$ cat config.mk
export PLATFORM = sky130hd
export DESIGN_NAME = epe_core
export DESIGN_NICKNAME = d
export VERILOG_FILES = /design/src/logic/epe_zero_stretch.v /design/src/logic/epe_core.v
export VERILOG_INCLUDE_DIRS = /design/src /design/src/logic
export SDC_FILE = /design/constraint.sdc
export NUM_CORES = 1
export LEC_CHECK = 0
export ABC_AREA = 1
export BUFFER_PORTS_ARGS = -buffer_cell sky130_fd_sc_hd__buf_2
export CELL_PAD_IN_SITES_DETAIL_PLACEMENT = 1
export CELL_PAD_IN_SITES_GLOBAL_PLACEMENT = 2
export CORE_MARGIN = 3
export CORE_UTILIZATION = 34
export CTS_CLUSTER_DIAMETER = 150
export CTS_CLUSTER_SIZE = 10
export DETAILED_ROUTE_END_ITERATION = 16
export PLACE_DENSITY_LB_ADDON = 0.1
export SLEW_MARGIN = 10
export SYNTH_ARGS = -nofsm -noshare
export SYNTH_HDL_FRONTEND = slang
export SYNTH_SLANG_ARGS = --single-unit
export TNS_END_PERCENT = 50
$ cat constraint.sdc
create_clock -name sys_clk_i -period 3.9 [get_ports sys_clk_i]
set_input_delay 0.78 -clock sys_clk_i [delete_from_list [all_inputs] [get_ports sys_clk_i]]
set_output_delay 0.78 -clock sys_clk_i [all_outputs]
set_load 0.005 [all_outputs]
$ cat src/logic/epe_regs.vh
// constants for the encoder pulse emulation block
`ifndef EPE_REGS_VH
`define EPE_REGS_VH

// register indices, one word each, byte address is four times the index
`define EPE_IDX_PULSES      4'h0
`define EPE_IDX_CONFIG      4'h1
`define EPE_IDX_MONSEL      4'h2
`define EPE_IDX_POSITION    4'h3
`define EPE_IDX_STATUS      4'h4
`define EPE_IDX_TORQUE      4'h5
`define EPE_IDX_OVERRIDE    4'h6
`define EPE_IDX_MONITOR     4'h7

// config field positions
`define EPE_CFG_PHASE_REV   0
`define EPE_CFG_SERIAL_232  1
`define EPE_CFG_TL_AVAIL    2

// reset values
`define EPE_RST_PULSES      16'h0FA0
`define EPE_RST_CONFIG      3'h0
`define EPE_RST_MONSEL      4'h0

// zero pulse least width
`define EPE_ZP_WIDTH_US     400
`define EPE_CLK_MHZ         125
`define EPE_ZP_CYCLES       (`EPE_ZP_WIDTH_US * `EPE_CLK_MHZ)

`endif

$ cat src/logic/epe_zero_stretch.v
// zero pulse stretcher holding a revolution marker for a least width
`timescale 1ns/1ps
`default_nettype none

module epe_zero_stretch #(
    parameter CYCLES = 50000
) (
    // clock and reset
    input wire sys_clk_i,
    input wire rst_b_i,
    input wire clk_en_i,
    // marker in, stretched pulse out
    input wire mark_i,
    output reg pulse_o
);

    reg [31:0] cnt_q;

    // restart the width on each marker so close markers merge into one pulse
    always @(posedge sys_clk_i or negedge rst_b_i)
    begin
        if (!rst_b_i)
        begin
            cnt_q <= 32'h0;
            pulse_o <= 1'b0;
        end
        else if (clk_en_i)
        begin
            if (mark_i)
            begin
                cnt_q <= CYCLES - 1;
                pulse_o <= 1'b1;
            end
            else if (cnt_q != 32'h0)
                cnt_q <= cnt_q - 32'h1;
            else
                pulse_o <= 1'b0;
        end
    end

endmodule

`default_nettype wire

$ cat src/logic/epe_core.v
// encoder pulse emulation: quadrature, zero pulse, analog codes, serial select
`timescale 1ns/1ps
`default_nettype none
`include "epe_regs.vh"

module epe_core #(
    parameter POS_W = 24,
    parameter COUNTS_PER_REV = 24'h040000,
    parameter ZP_CYCLES = `EPE_ZP_CYCLES
) (
    // clock, enable, reset
    input wire sys_clk_i,
    input wire clk_en_i,
    input wire rst_b_i,
    // register port
    input wire [3:0] reg_addr_i,
    input wire [31:0] reg_wdata_i,
    input wire reg_wr_i,
    input wire reg_rd_i,
    output reg [31:0] reg_rdata_o,
    // motor position feedback, one count step per strobe
    input wire pos_step_i,
    input wire pos_dir_ccw_i,
    // quantities offered to the monitors
    input wire [9:0] speed_code_i,
    input wire [9:0] torque_code_i,
    input wire [9:0] current_code_i,
    input wire [9:0] droop_code_i,
    // analog input converter codes, two's complement for override
    input wire [9:0] analog_torque_limit_in_i,
    input wire signed [9:0] speed_override_in_i,
    input wire ext_torque_limit_select_i,
    // encoder outputs
    output reg phase_a_pos_o,
    output reg phase_a_neg_o,
    output reg phase_b_pos_o,
    output reg phase_b_neg_o,
    output reg zero_pulse_open_collector_b_o,
    output reg zero_pulse_diff_pos_o,
    output reg zero_pulse_diff_neg_o,
    // monitor codes to the converters
    output reg [9:0] monitor_out_one_o,
    output reg [9:0] monitor_out_two_o,
    // applied limits
    output reg [9:0] torque_limit_o,
    output reg [7:0] override_pct_o,
    // serial interface enables
    output reg serial_422_en_o,
    output reg serial_232_en_o
);

    localparam ST_IDLE = 1'b0;
    localparam ST_RUN = 1'b1;
    // position wrap points held at the counter width
    localparam [POS_W-1:0] CPR = COUNTS_PER_REV;
    localparam [POS_W-1:0] CPR_LAST = CPR - {{(POS_W-1){1'b0}}, 1'b1};

    // register file
    reg [15:0] pulses_q;
    reg [2:0] cfg_q;
    reg [3:0] monsel_q;

    // position and quadrature state
    reg [POS_W-1:0] pos_q;
    reg [POS_W+17:0] acc_q;
    reg [1:0] quad_q;
    reg rev_mark_q;
    reg st_q;
    reg [31:0] rdata_d;
    reg [1:0] quad_d;
    reg [POS_W+17:0] acc_d;
    reg [POS_W+17:0] quarter_scale;
    wire zero_pulse;
    wire wr_pulses;
    wire wr_cfg;
    wire wr_mon;
    wire b_lags_a_now;
    reg signed [17:0] ovr_prod;
    reg signed [17:0] ovr_scaled;

    // pick one of four quantities for a monitor channel
    function [9:0] mon_pick;
        input [1:0] sel;
        input [9:0] s0;
        input [9:0] s1;
        input [9:0] s2;
        input [9:0] s3;
        begin
            case (sel)
                2'h0: mon_pick = s0;
                2'h1: mon_pick = s1;
                2'h2: mon_pick = s2;
                default: mon_pick = s3;
            endcase
        end
    endfunction

    // true when the write strobe addresses the given register index
    function wr_hit;
        input wr;
        input [3:0] addr;
        input [3:0] idx;
        begin
            wr_hit = wr && (addr == idx);
        end
    endfunction

    assign wr_pulses = wr_hit(reg_wr_i, reg_addr_i, `EPE_IDX_PULSES);
    assign wr_cfg = wr_hit(reg_wr_i, reg_addr_i, `EPE_IDX_CONFIG);
    assign wr_mon = wr_hit(reg_wr_i, reg_addr_i, `EPE_IDX_MONSEL);

    // software writes
    always @(posedge sys_clk_i or negedge rst_b_i)
    begin
        if (!rst_b_i)
        begin
            pulses_q <= `EPE_RST_PULSES;
            cfg_q <= `EPE_RST_CONFIG;
            monsel_q <= `EPE_RST_MONSEL;
        end
        else if (clk_en_i)
        begin
            if (wr_pulses)
                pulses_q <= reg_wdata_i[15:0];
            if (wr_cfg)
                cfg_q <= reg_wdata_i[2:0];
            if (wr_mon)
                monsel_q <= reg_wdata_i[3:0];
        end
    end

    // quarter-pulse steps: each ccw position count adds 4*pulses to the
    // accumulator and a quadrature edge is due when it reaches counts/rev;
    // assumes no more than one edge per count, i.e. 4*pulses <= counts/rev
    always @*
    begin
        quarter_scale = {{(POS_W+2){1'b0}}, pulses_q} << 2;
        acc_d = acc_q;
        quad_d = quad_q;
        if (pos_step_i)
        begin
            if (pos_dir_ccw_i)
            begin
                acc_d = acc_q + quarter_scale;
                if (acc_d >= {18'h0, CPR})
                begin
                    acc_d = acc_d - {18'h0, CPR};
                    quad_d = {quad_q[0], ~quad_q[1]}; // gray step forward
                end
            end
            else
            begin
                if (acc_q < quarter_scale)
                begin
                    acc_d = acc_q + {18'h0, CPR} - quarter_scale;
                    quad_d = {~quad_q[0], quad_q[1]}; // gray step back
                end
                else
                    acc_d = acc_q - quarter_scale;
            end
        end
    end

    // position counter, revolution marker and a small run/idle tracker
    always @(posedge sys_clk_i or negedge rst_b_i)
    begin
        if (!rst_b_i)
        begin
            pos_q <= {POS_W{1'b0}};
            acc_q <= {(POS_W+18){1'b0}};
            quad_q <= 2'h0;
            rev_mark_q <= 1'b0;
            st_q <= ST_IDLE;
        end
        else if (clk_en_i)
        begin
            rev_mark_q <= 1'b0;
            acc_q <= acc_d;
            quad_q <= quad_d;
            case (st_q)
                ST_IDLE:
                    if (pos_step_i)
                        st_q <= ST_RUN;
                ST_RUN:
                    if (!pos_step_i)
                        st_q <= ST_IDLE;
                default:
                    st_q <= ST_IDLE;
            endcase
            if (pos_step_i)
            begin
                if (pos_dir_ccw_i)
                begin
                    if (pos_q == CPR_LAST)
                    begin
                        pos_q <= {POS_W{1'b0}};
                        rev_mark_q <= 1'b1; // zero crossed once per turn
                    end
                    else
                        pos_q <= pos_q + 1'b1;
                end
                else
                begin
                    if (pos_q == {POS_W{1'b0}})
                    begin
                        pos_q <= CPR_LAST;
                        rev_mark_q <= 1'b1;
                    end
                    else
                        pos_q <= pos_q - 1'b1;
                end
            end
        end
    end

    // stretcher keeps the marker visible at low speed
    epe_zero_stretch #(
        .CYCLES(ZP_CYCLES)
    ) u_zero (
        .sys_clk_i(sys_clk_i),
        .rst_b_i(rst_b_i),
        .clk_en_i(clk_en_i),
        .mark_i(rev_mark_q),
        .pulse_o(zero_pulse)
    );

    // ccw gray steps raise bit 0 first, so bit 0 drives A and B lags;
    // the reverse bit swaps the phases
    assign b_lags_a_now = ~cfg_q[`EPE_CFG_PHASE_REV];

    // override scaling kept signed and wide so -512 really reaches zero
    always @*
    begin
        ovr_prod = speed_override_in_i * 18'sh00064;
        ovr_scaled = ovr_prod >>> 9;
    end

    // registered encoder and analog outputs
    always @(posedge sys_clk_i or negedge rst_b_i)
    begin
        if (!rst_b_i)
        begin
            phase_a_pos_o <= 1'b0;
            phase_a_neg_o <= 1'b1;
            phase_b_pos_o <= 1'b0;
            phase_b_neg_o <= 1'b1;
            zero_pulse_open_collector_b_o <= 1'b1;
            zero_pulse_diff_pos_o <= 1'b0;
            zero_pulse_diff_neg_o <= 1'b1;
            monitor_out_one_o <= 10'h000;
            monitor_out_two_o <= 10'h000;
            torque_limit_o <= 10'h3FF;
            override_pct_o <= 8'h64;
            serial_422_en_o <= 1'b1;
            serial_232_en_o <= 1'b0;
        end
        else if (clk_en_i)
        begin
            phase_a_pos_o <= b_lags_a_now ? quad_q[0] : quad_q[1];
            phase_a_neg_o <= b_lags_a_now ? ~quad_q[0] : ~quad_q[1];
            phase_b_pos_o <= b_lags_a_now ? quad_q[1] : quad_q[0];
            phase_b_neg_o <= b_lags_a_now ? ~quad_q[1] : ~quad_q[0];
            zero_pulse_open_collector_b_o <= ~zero_pulse;
            zero_pulse_diff_pos_o <= zero_pulse; // same edge as open collector
            zero_pulse_diff_neg_o <= ~zero_pulse;
            monitor_out_one_o <= mon_pick(monsel_q[1:0], speed_code_i, torque_code_i,
                current_code_i, droop_code_i);
            monitor_out_two_o <= mon_pick(monsel_q[3:2], speed_code_i, torque_code_i,
                current_code_i, droop_code_i);
            // without availability the limit stays at full torque
            if (cfg_q[`EPE_CFG_TL_AVAIL] && ext_torque_limit_select_i)
                torque_limit_o <= analog_torque_limit_in_i; // 3FF = max torque
            else
                torque_limit_o <= 10'h3FF;
            // 100 + code*100/512, -512 -> 0, 0 -> 100, 511 -> ~200
            override_pct_o <= 8'h64 + ovr_scaled[7:0];
            serial_422_en_o <= ~cfg_q[`EPE_CFG_SERIAL_232];
            serial_232_en_o <= cfg_q[`EPE_CFG_SERIAL_232];
        end
    end

    // read decode; unmapped reads return zero
    always @*
    begin
        case (reg_addr_i)
            `EPE_IDX_PULSES: rdata_d = {16'h0, pulses_q};
            `EPE_IDX_CONFIG: rdata_d = {29'h0, cfg_q};
            `EPE_IDX_MONSEL: rdata_d = {28'h0, monsel_q};
            `EPE_IDX_POSITION: rdata_d = {{(32-POS_W){1'b0}}, pos_q};
            `EPE_IDX_STATUS: rdata_d = {28'h0, st_q, zero_pulse, quad_q};
            `EPE_IDX_TORQUE: rdata_d = {22'h0, torque_limit_o};
            `EPE_IDX_OVERRIDE: rdata_d = {24'h0, override_pct_o};
            `EPE_IDX_MONITOR: rdata_d = {6'h0, monitor_out_two_o, 6'h0, monitor_out_one_o};
            default: rdata_d = 32'h0;
        endcase
    end

    // read data stands one cycle after the strobe only
    always @(posedge sys_clk_i or negedge rst_b_i)
    begin
        if (!rst_b_i)
            reg_rdata_o <= 32'h0;
        else if (clk_en_i)
            reg_rdata_o <= reg_rd_i ? rdata_d : 32'h0;
    end

endmodule

`default_nettype wire

==> impl_metrics.csv, run 1 <==
group,metric,value,unit
detailed_routing,drt-pass1-iter-count,5,
finish,syn_to_final_growth,16.55,%
sta,worstMarginPinSlew,1.010,ns
critical_path,cp-end-kind,"flip-flop",
synthesis,synth_ff_type,"dfrtp_1",
global_routing,grt_pass1_wl,140000,um
sta,hold_viol_final,0,
sta,setup_ws,0.1530,ns
floorplanning,die_h,252.3,um
critical_path,critPathKind,"flip-flop to flip-flop",
finish,nets,3646,
floorplanning,ios,183,
pwr,p_leak,12.07,nW
global_routing,gr-total-overflow,0,
placed_design,post-dp-hpwl,75880,um
clock_network,cts_tree,"built",
detailed_routing,drc,0,
synthesis,ys_ff_latch,196,
synthesis,synth_cells,3099,
detailed_routing,drt_first_iter_violations,1137,
detailed_routing,wire_per_inst,22.10,um
detailed_routing,routed_wl,91800,um
finish,fin_cells,4154,
pwr,p_int,7.337,mW
clock_network,cts.clk_slew.worst_paths,0.08,ns
pwr,p_sw,8.689,mW
floorplanning,dieArea,0.06364,sq mm
detailed_routing,ant_nets,0,
sta,fin_tns_setup,0,ns
clock_network,cts_hold_buf,0,
pwr,p_sw_share,54.22,%
critical_path,path_max_fanout,4,
critical_path,crit_required,4.31,ns
synthesis,synth_area,0.02062,sq mm
sta,clock.fmax,266.9,MHz
sta,finalSetupViolCount,0,
floorplanning,coreArea,0.05946,sq mm
sta,finClkSkew,0.01317,ns
sta,slew_headroom,32.53,%
floorplanning,rows,89,
pwr,pwr-share-clk,12.2,%
critical_path,cp.arrival,4.16,ns
run_status,status,"finished clean",
global_routing,antenna_found_initial,6,
global_routing,grt_pass1_vias,23520,
pwr,combPwrFrac,68.7,%
placed_design,pre_cts_slack,0.01943,ns
placed_design,port_buffers,160,
job,cap_violations,0,
sta,fin_hold_ws,0.3475,ns
finish,drive_gt1_share,17.64,%
floorplanning,fp.dieW,252.3,um
pwr,p_per_area,666.9,mW/mm^2
floorplanning,start_util,34.68,%
global_routing,track_usage,28.70,%
pwr,irDropWorstVdd,376.0,uV
sta,period_minus_slack,3.747,ns
clock_network,htree_levels,4,
clock_network,numCtsBuffers,17,
finish,mostFrequentLayoutCell,"nand2_1",
clock_network,cts_setup_buffers,0,
sta,rsz0062_at_grt,"no",
placed_design,routabilityCongestion,0.9567,
critical_path,path_cells,"inv_1 -> ha_2 -> inv_1 -> fa_1 -> or2_2 -> nor3_1 -> inv_1 -> nor3_1 -> nor2_1 -> xor2_1 -> nand2_1 -> a21oi_1 -> nand2_1 -> nand2_1",
sta,fin_crit_sh,96.08,%
clock_network,cts_sinks,196,
critical_path,critPathSlowestCell,"nor3_1",
synthesis,yosysSeqAreaShare,23.92,%
finish,mostFrequentLayoutCells,"nand2_1, inv_1, nor2_1, nand3_1, o21ai_0",
critical_path,crit_path_start_kind,"flip-flop",
detailed_routing,vias,22320,
pwr,seqPwrFrac,19.0,%
clock_network,cts-root-buf,"clkbuf_16",
global_routing,grt_max_degree,92,
critical_path,max_stage_delay,0.62,ns
synthesis,synth_cell_types,64,
detailed_routing,vias_per_cell,5.372,
synthesis,synth_area_per_cell,6.654,sq um
placed_design,dp.cells,4120,
clock_network,cts_buffer_depth,2,
worst_hold_path,holdCritPathClass,"primary input to async pin",
synthesis,yosysWarnings,0,
synthesis,synth_edf_count,0,
sta,drv_slew,0,
synthesis,async_flop_share,100.0,%
clock_network,worstSkewPairLatency,0.48,ns
==> Yosys cell counts, types with 8 or more instances <==
cell | instances | area, sq um
nand2_1 | 663 | 2489
inv_1 | 451 | 1693
nor2_1 | 345 | 1295
nand3_1 | 202 | 1011
o21ai_0 | 194 | 970.9
dfrtp_1 | 173 | 4329
ha_1 | 152 | 1902
a21oi_1 | 148 | 740.7
xor2_1 | 69 | 604.3
nand2_2 | 61 | 381.6
clkbuf_1 | 54 | 202.7
nand4_1 | 52 | 325.3
nor3_1 | 52 | 260.3
o22ai_1 | 38 | 237.7
inv_2 | 30 | 112.6
a22o_1 | 28 | 245.2
a31oi_1 | 24 | 150.1
fa_1 | 24 | 480.5
dfstp_2 | 23 | 604.3
a211oi_1 | 20 | 150.1
nor2_2 | 19 | 118.9
a21oi_2 | 17 | 148.9
nand3_2 | 17 | 170.2
xnor2_1 | 17 | 148.9
nor4_1 | 16 | 100.1
o211ai_1 | 16 | 120.1
nor2_4 | 15 | 168.9
o21a_1 | 15 | 112.6
o21bai_1 | 14 | 105.1
a221oi_1 | 12 | 105.1
buf_4 | 11 | 82.58
or2_2 | 10 | 62.56
nand3b_1 | 9 | 67.56
a21o_1 | 8 | 60.06
==> sequential cells by signal, summed over array words and instances (netlist names), 10 cells and up <==
signal             count
acc_q                 40
u_zero.cnt_q          32
reg_rdata_o           26
pos_q                 24
pulses_q              16
monitor_out_one_o     10
monitor_out_two_o     10
torque_limit_o        10
==> logic make-up (layout without fill, tap and decap cells) <==
family,Yosys count,in the layout,synth area share (%)
buf+inv,567,842,10.77
other cells,1,8,0.01819
fa+ha+maj,176,176,11.55
flops,196,196,23.92
simple gates,1496,1496,33.17
compound gates,577,577,16.91
xor+xnor,86,86,3.653
==> path summary, 6_finish.rpt <==
check                          startpoint                    end  slack, ns  depth (start not counted)
min reg2reg                u_zero.pulse_o  zero_pulse_diff_neg_o       0.45                          1
max in group asynchronous         rst_b_i      override_pct_o[2]       2.63                          2
max reg2reg                   pulses_q[6]              acc_q[18]       0.15                         14
max                           pulses_q[6]              acc_q[18]       0.15                         14
min                               rst_b_i               acc_q[4]       0.35                          1
min in group sys_clk_i     u_zero.pulse_o  zero_pulse_diff_neg_o       0.45                          1
==> power groups by stage <==
stage	Combinational [mW]	Clock, mW	Sequential [mW]
4_1_cts	10.9	2.03	3.03
5_1_grt	12.1	2.08	3.12
3_3_place_gp	10.6	0	3.03
6_report	11.0	1.96	3.05
2_1_floorplan	6.59	0	2.92
3_5_place_dp	10.8	0	3.06
==> cell type report <==
cell class,count,area [sq um]
repair buffers,324,2092
diodes,2,5.005
clock inverters,14,183.9
multi-input cells,2341,13600
inverters,486,1824
well taps,773,967.2
flip-flops and latches,196,4933
fillers,7785,35430
clock buffers,18,429.2
==> repair_timing <==
action,CTS,global route
pin swaps,0,1
endpoints found under the setup margin,1,12
resized for setup,1,20
==> metrics by stage <==
step / util [%] / cell area (sq um) / power (mW)
after floorplan: - / 20640 / 9.512
after global placement: 39.20 / 23310 / 13.63
after detailed placement: 39.20 / 23310 / 13.83
after CTS: 40.23 / 23930 / 15.91
after global routing: 40.41 / 24030 / 17.32
final: 40.42 / 24030 / 16.03
==> worst max-delay path, delay by kind of cell, from the launching register on <==
family                     cells  cell delay, ns
and+or+nand+nor                7            1.65
adders and majority gates      2            0.75
DFF                            1            0.39
AOI/OAI and AO/OA              1            0.39
buffers and inverters          3            0.33
xor gates and xnor gates       1            0.19
==> per-layer routing <==
| metal | global-route usage, % | vias up | part of all wire [%] |
|---|---|---|---|
| met2 | 49.76 | 494 | 48 |
| li1 | - | 10640 | - |
| met3 | 3.591 | 148 | 4.1 |
| met1 | 36.55 | 11030 | 44 |
| met5 | 0 | - | 0.045 |
| met4 | 10.81 | 6 | 3.8 |
No activity file was read; power rests on OpenSTA's default activity.
==> run 2: changes to the inputs <==
- CORE_UTILIZATION: 34 -> 31
- clock period: 3.9 -> 3.3 ns (I/O delays scaled with it)
==> impl_metrics.csv, run 2 (synthesis gave the netlist of run 1 again) <==
group,metric,value,unit
global_routing,grt.met2_usage,49.86,%
sta,rsz0062_at_grt,"yes",
floorplanning,ios,183,
global_routing,busiest_layer,"met2",
sta,hold_viol_final,0,
clock_network,cts_sinks,196,
placed_design,post-dp-hpwl,82440,um
finish,largest_reg_flops,40,
global_routing,grt_max_degree,66,
clock_network,cts.clk_slew.worst_paths,0.09,ns
run_status,violations,"setup timing",
job,cap_violations,0,
finish,mostFrequentLayoutCells,"nand2_1, buf_4, inv_1, nor2_1, o21ai_0",
critical_path,cp.arrival,3.96,ns
detailed_routing,vias_per_cell,5.145,
finish,syn_to_final_growth,33.26,%
floorplanning,fp.dieW,263.9,um
finish,top_regs,"acc_q x40, u_zero.cnt_q x32, reg_rdata_o x26",
detailed_routing,wire_per_inst,21.85,um
sta,finalSetupViolCount,24,
global_routing,met3_usage,3.809,%
detailed_routing,drt-pass1-iter-count,5,
clock_network,worstSkewPairLatency,0.51,ns
pwr,p_per_area,820.6,mW/mm^2
sta,fin_hold_ws,0.1022,ns
placed_design,port_buffers,160,
clock_network,cts-root-buf,"clkbuf_16",
sta,clock.fmax,284.1,MHz
finish,regMostFlops,"acc_q",
run_status,status,"finished with violations",
finish,diodes,0,
sta,period_minus_slack,3.519,ns
worst_hold_path,holdCritPathClass,"primary input to async pin",
finish,fill_cells,8435,
detailed_routing,ant_nets,0,
critical_path,path_max_fanout,5,
pwr,irDropWorstVdd,427.6,uV
global_routing,antenna_found_initial,6,
floorplanning,dieArea,0.06965,sq mm
clock_network,numCtsBuffers,17,
finish,fin_area,0.02748,sq mm
finish,fin_cells,4558,
sta,drv_slew,0,
clock_network,cts_tree,"built",
critical_path,critPathSlowestCell,"dfrtp_1",
placed_design,routabilityCongestion,0.9557,
floorplanning,start_util,31.65,%
global_routing,gr-total-overflow,0,
global_routing,grt_pass1_vias,25450,
critical_path,cp_common_cell,"nand2_2",
sta,fin_crit_sh,106.6,%
critical_path,critPathKind,"flip-flop to flip-flop",
floorplanning,coreArea,0.06516,sq mm
global_routing,track_usage,28.11,%
critical_path,crit_required,3.74,ns
finish,mostFrequentLayoutCell,"nand2_1",
critical_path,crit_path_start_kind,"flip-flop",
pwr,total_power,22.55,mW
sta,slew_headroom,39.46,%
global_routing,grt_use_met1,34.94,%
detailed_routing,routed_wl,99610,um
detailed_routing,drc,0,
sta,finClkSkew,0.01860,ns
detailed_routing,vias,23450,
finish,drive_gt1_share,28.90,%
sta,fin_tns_setup,-2.492,ns
sta,setup_ws,-0.2193,ns
critical_path,cp-end-kind,"flip-flop",
clock_network,cts_buffer_depth,2,
placed_design,placed_area,0.02569,sq mm
critical_path,max_stage_delay,0.40,ns
finish,nets,3970,
clock_network,htree_levels,4,
pwr,p_leak,13.81,nW
floorplanning,die_h,263.9,um
sta,worstMarginPinSlew,0.9047,ns
global_routing,grt_pass1_wl,151100,um
detailed_routing,drt_first_iter_violations,1057,
placed_design,dp.cells,4492,
floorplanning,rows,93,
==> run 2: cell types whose count changed in the layout (fill, tap and decap cells not counted), moves of 12 or more <==
cell | before | now
buf_6 | 0 | 12
inv_1 | 450 | 438
buf_4 | 160 | 464
nand3_1 | 200 | 183
a21oi_1 | 145 | 132
nor2_1 | 345 | 323
nand2_2 | 63 | 103
nand2_1 | 661 | 610
==> run 2: per-layer routing <==
| layer | vias to the layer above | part of all wire, % |
|---|---|---|
| met5 | - | 0.043 |
| met4 | 8 | 3.6 |
| met3 | 138 | 3.7 |
| met2 | 417 | 49 |
| met1 | 11620 | 44 |
| li1 | 11270 | - |
==> run 2: layout make-up <==
class	instances	area, sq um	area share [%]
timing repair buffer	646	4629	16.85
sequential	196	4935	17.96
inverter	486	1832	6.666
tap	855	1070	3.893
clock buffer	17	425.4	1.548
clock inverter	15	203.9	0.7422
multi-input combinational	2343	14380	52.34
==> run 2: final timing paths <==
path / start / slack, ns / endpoint / cells after the start
min in group sys_clk_i: analog_torque_limit_in_i[2] / 0.41 / torque_limit_o[2] / 3
hold / removal: rst_b_i / 0.10 / acc_q[6] / 1
setup / recovery: pulses_q[0] / -0.22 / acc_q[26] / 28
hold reg to reg: u_zero.pulse_o / 0.44 / zero_pulse_diff_neg_o / 1
max in group asynchronous: rst_b_i / 2.24 / phase_b_neg_o / 2
setup reg to reg: pulses_q[0] / -0.22 / acc_q[26] / 28
==> run 2: what timing repair did <==
action                     4_1_cts  5_1_grt
cloned                           2        0
setup endpoints to repair       29       37
gates resized for setup        123      107
pin swaps                       41       62
hold buffers                     0        0
setup buffers                   17       16
==> run 2: where the power goes <==
| group | internal [mW] | switching (mW) | total (mW) |
|---|---|---|---|
| Clock | 1.17 | 1.19 | 2.36 |
| Sequential | 2.95 | 0.637 | 3.59 |
| Combinational | 6.84 | 9.76 | 16.6 |
| Total | 11.0 | 11.6 | 22.5 |
==> run 2: worst max-delay path, delay by kind of cell, from the launching register on <==
kind / cells / cell delay (ns)
buffers and inverters: 4 / 0.40
flip-flops: 1 / 0.40
adder cells (fa/ha/maj): 3 / 0.74
AND/OR/NAND/NOR: 21 / 1.94
==> run 2: per-stage QoR <==
stage / setup WS [ns] / utilization, %
after floorplan: -0.01424 / -
after global placement: -0.6243 / 39.43
after detailed placement: -0.7474 / 39.43
after CTS: -0.2205 / 41.40
after global routing: -0.4410 / 42.17
final: -0.2193 / 42.17
==> run 3: changes to the inputs <==
- clock period: 3.3 -> 3 ns (I/O delays scaled with it)
==> impl_metrics.csv, run 3 (synthesis gave the netlist of run 1 again) <==
group,metric,value,unit
sta,clock.fmax,274.3,MHz
finish,fin_cells,4716,
critical_path,path_max_fanout,3,
clock_network,cts_buffer_depth,2,
detailed_routing,routed_wl,102300,um
placed_design,post-dp-hpwl,84360,um
critical_path,crit-reg2reg-launch,"pulses_q[0]",
pwr,pwr-share-clk,9.5,%
global_routing,grt.met2_usage,50.19,%
finish,fill_cells,8353,
critical_path,crit_required,3.43,ns
detailed_routing,drt-pass1-iter-count,5,
detailed_routing,drt_first_iter_violations,1171,
global_routing,grt_max_degree,73,
finish,mostFrequentLayoutCell,"buf_4",
global_routing,track_usage,28.77,%
placed_design,pre_cts_slack,-0.6799,ns
sta,setup_ws,-0.6460,ns
pwr,p_per_area,918.8,mW/mm^2
global_routing,busiest_layer,"met2",
sta,fin_crit_sh,121.5,%
pwr,irDropWorstVdd,454.5,uV
clock_network,htree_levels,4,
pwr,p_sw,13.62,mW
finish,syn_to_final_growth,42.24,%
finish,fin_util,45.01,%
detailed_routing,drc,0,
global_routing,gr-total-overflow,0,
placed_design,dp.cells,4626,
finish,regMostFlops,"acc_q",
clock_network,cts_sinks,196,
run_status,status,"finished with violations",
sta,slew_headroom,38.56,%
sta,period_minus_slack,3.646,ns
detailed_routing,vias_per_cell,5.155,
detailed_routing,ant_nets,0,
critical_path,ff2ff_path_depth,26,
critical_path,critPathKind,"flip-flop to flip-flop",
detailed_routing,vias,24310,
floorplanning,dieArea,0.06965,sq mm
detailed_routing,wire_per_inst,21.68,um
critical_path,cp.arrival,4.08,ns
global_routing,grt_pass1_vias,26080,
critical_path,regToRegSetupSlack,-0.65,ns
global_routing,grt_pass1_wl,155300,um
sta,finClkSkew,0.01594,ns
pwr,p_sw_share,50.52,%
pwr,p_leak,14.77,nW
critical_path,crit_path_start_kind,"flip-flop",
clock_network,numCtsBuffers,17,
finish,largest_reg_flops,40,
critical_path,cp-startpoint,"pulses_q[0]",
job,cap_violations,0,
finish,drive_gt1_share,34.88,%
clock_network,cts_hold_buf,0,
floorplanning,fp.dieW,263.9,um
floorplanning,rows,93,
floorplanning,start_util,31.65,%
clock_network,cts-root-buf,"clkbuf_16",
run_status,violations,"setup timing",
placed_design,routabilityCongestion,0.9670,
finish,mostFrequentLayoutCells,"buf_4, nand2_1, inv_1, nor2_1, o21ai_0",
sta,worstMarginPinSlew,0.9181,ns
worst_hold_path,holdCritPathClass,"primary input to async pin",
sta,hold_viol_final,0,
clock_network,cts_tree,"built",
floorplanning,die_h,263.9,um
pwr,seqPwrFrac,14.6,%
sta,drv_slew,0,
sta,finalSetupViolCount,31,
critical_path,rr_endpoint,"acc_q[19]",
pwr,combPwrFrac,75.9,%
global_routing,grt_use_met1,36.01,%
sta,rsz0062_at_grt,"yes",
global_routing,met3_usage,4.247,%
floorplanning,coreArea,0.06516,sq mm
clock_network,worstSkewPairLatency,0.50,ns
pwr,p_int,13.33,mW
finish,nets,4126,
floorplanning,ios,183,
critical_path,cp-end-kind,"flip-flop",
placed_design,port_buffers,160,
finish,top_regs,"acc_q x40, u_zero.cnt_q x32, reg_rdata_o x26",
global_routing,antenna_found_initial,5,
clock_network,cts.clk_slew.worst_paths,0.09,ns
[run 3: cell count changes in the layout (fill, tap and decap cells not counted), sizes merged]
cell,before,now
buf,646,804
clkbuf,17,19
clkinv,6,4
clkinvlp,0,1
diode,0,2
inv,493,492
nand2,733,731
[run 3: worst max-delay path by stage]
stage,end,slack (ns),cells after the start
after floorplan,override_pct_o[7],-0.25,22
after global placement,override_pct_o[7],-0.59,23
after detailed placement,acc_q[18],-0.68,28
after CTS,acc_q[18],-0.49,28
after global routing,quad_q[0],-0.77,28
final,acc_q[19],-0.65,26
[run 3: final cells by class]
| type | instances | area [sq um] | area share, % |
|---|---|---|---|
| inverter | 486 | 1842 | 6.279 |
| sequential | 196 | 4935 | 16.82 |
| tap | 855 | 1070 | 3.647 |
| clock inverter | 13 | 165.2 | 0.5631 |
| antenna | 2 | 5.005 | 0.01706 |
| timing repair buffer | 804 | 5941 | 20.25 |
| multi-input combinational | 2341 | 14920 | 50.87 |
| clock buffer | 19 | 452.9 | 1.544 |
[run 3: power groups by stage]
stage	Clock, mW	Combinational (mW)	Sequential [mW]
after detailed placement	0	17.9	3.95
after global routing	2.74	22.1	4.02
after global placement	0	17.5	3.92
after CTS	2.64	18.9	3.92
after floorplan	0	8.76	3.81
final	2.57	20.4	3.93
[run 3: per-stage QoR]
stage               area (sq um)  hold slack, ns  setup TNS (ns)  total power [mW]
floorplan                  20820          0.3044          -1.385             12.57
global placement           26910          0.4299          -12.71             21.41
detailed placement         26910          0.4323          -16.69             21.83
CTS                        28280         0.07069          -9.119             25.49
global route               29330         0.08364          -16.61             28.84
finish                     29330         0.04419          -11.32             26.95
[run 3: metal layers]
metal | vias up | part of all wire, %
met5 | - | 0.030
met4 | 6 | 3.7
met3 | 162 | 4.5
met2 | 569 | 49
met1 | 11980 | 43
li1 | 11600 | -
[run 3: worst max-delay path, cell delays in order (launching register included)]
cell     delay, ns
dfrtp_1       0.39
ha_2          0.22
fa_2          0.40
nand2_2       0.08
nand2_2       0.05
nand4_1       0.15
nand2_2       0.12
nand2_4       0.09
nand2_4       0.06
nand2_4       0.07
nand2_4       0.06
inv_4         0.06
ha_4          0.13
inv_4         0.05
nor3_4        0.11
nand4_1       0.13
nor2_1        0.13
nand2_1       0.09
nor2_2        0.13
nand3_1       0.09
nor2_1        0.13
buf_4         0.17
nand3_4       0.09
buf_4         0.14
nand4_1       0.17
nand3_2       0.11
a21oi_2       0.14
[run 3: timing repair]
item / in CTS / in global routing
pin swaps: 49 / 74
buffers inserted: 26 / 35
endpoints found under the setup margin: 41 / 45
resized for setup: 148 / 226
cloned: 0 / 0
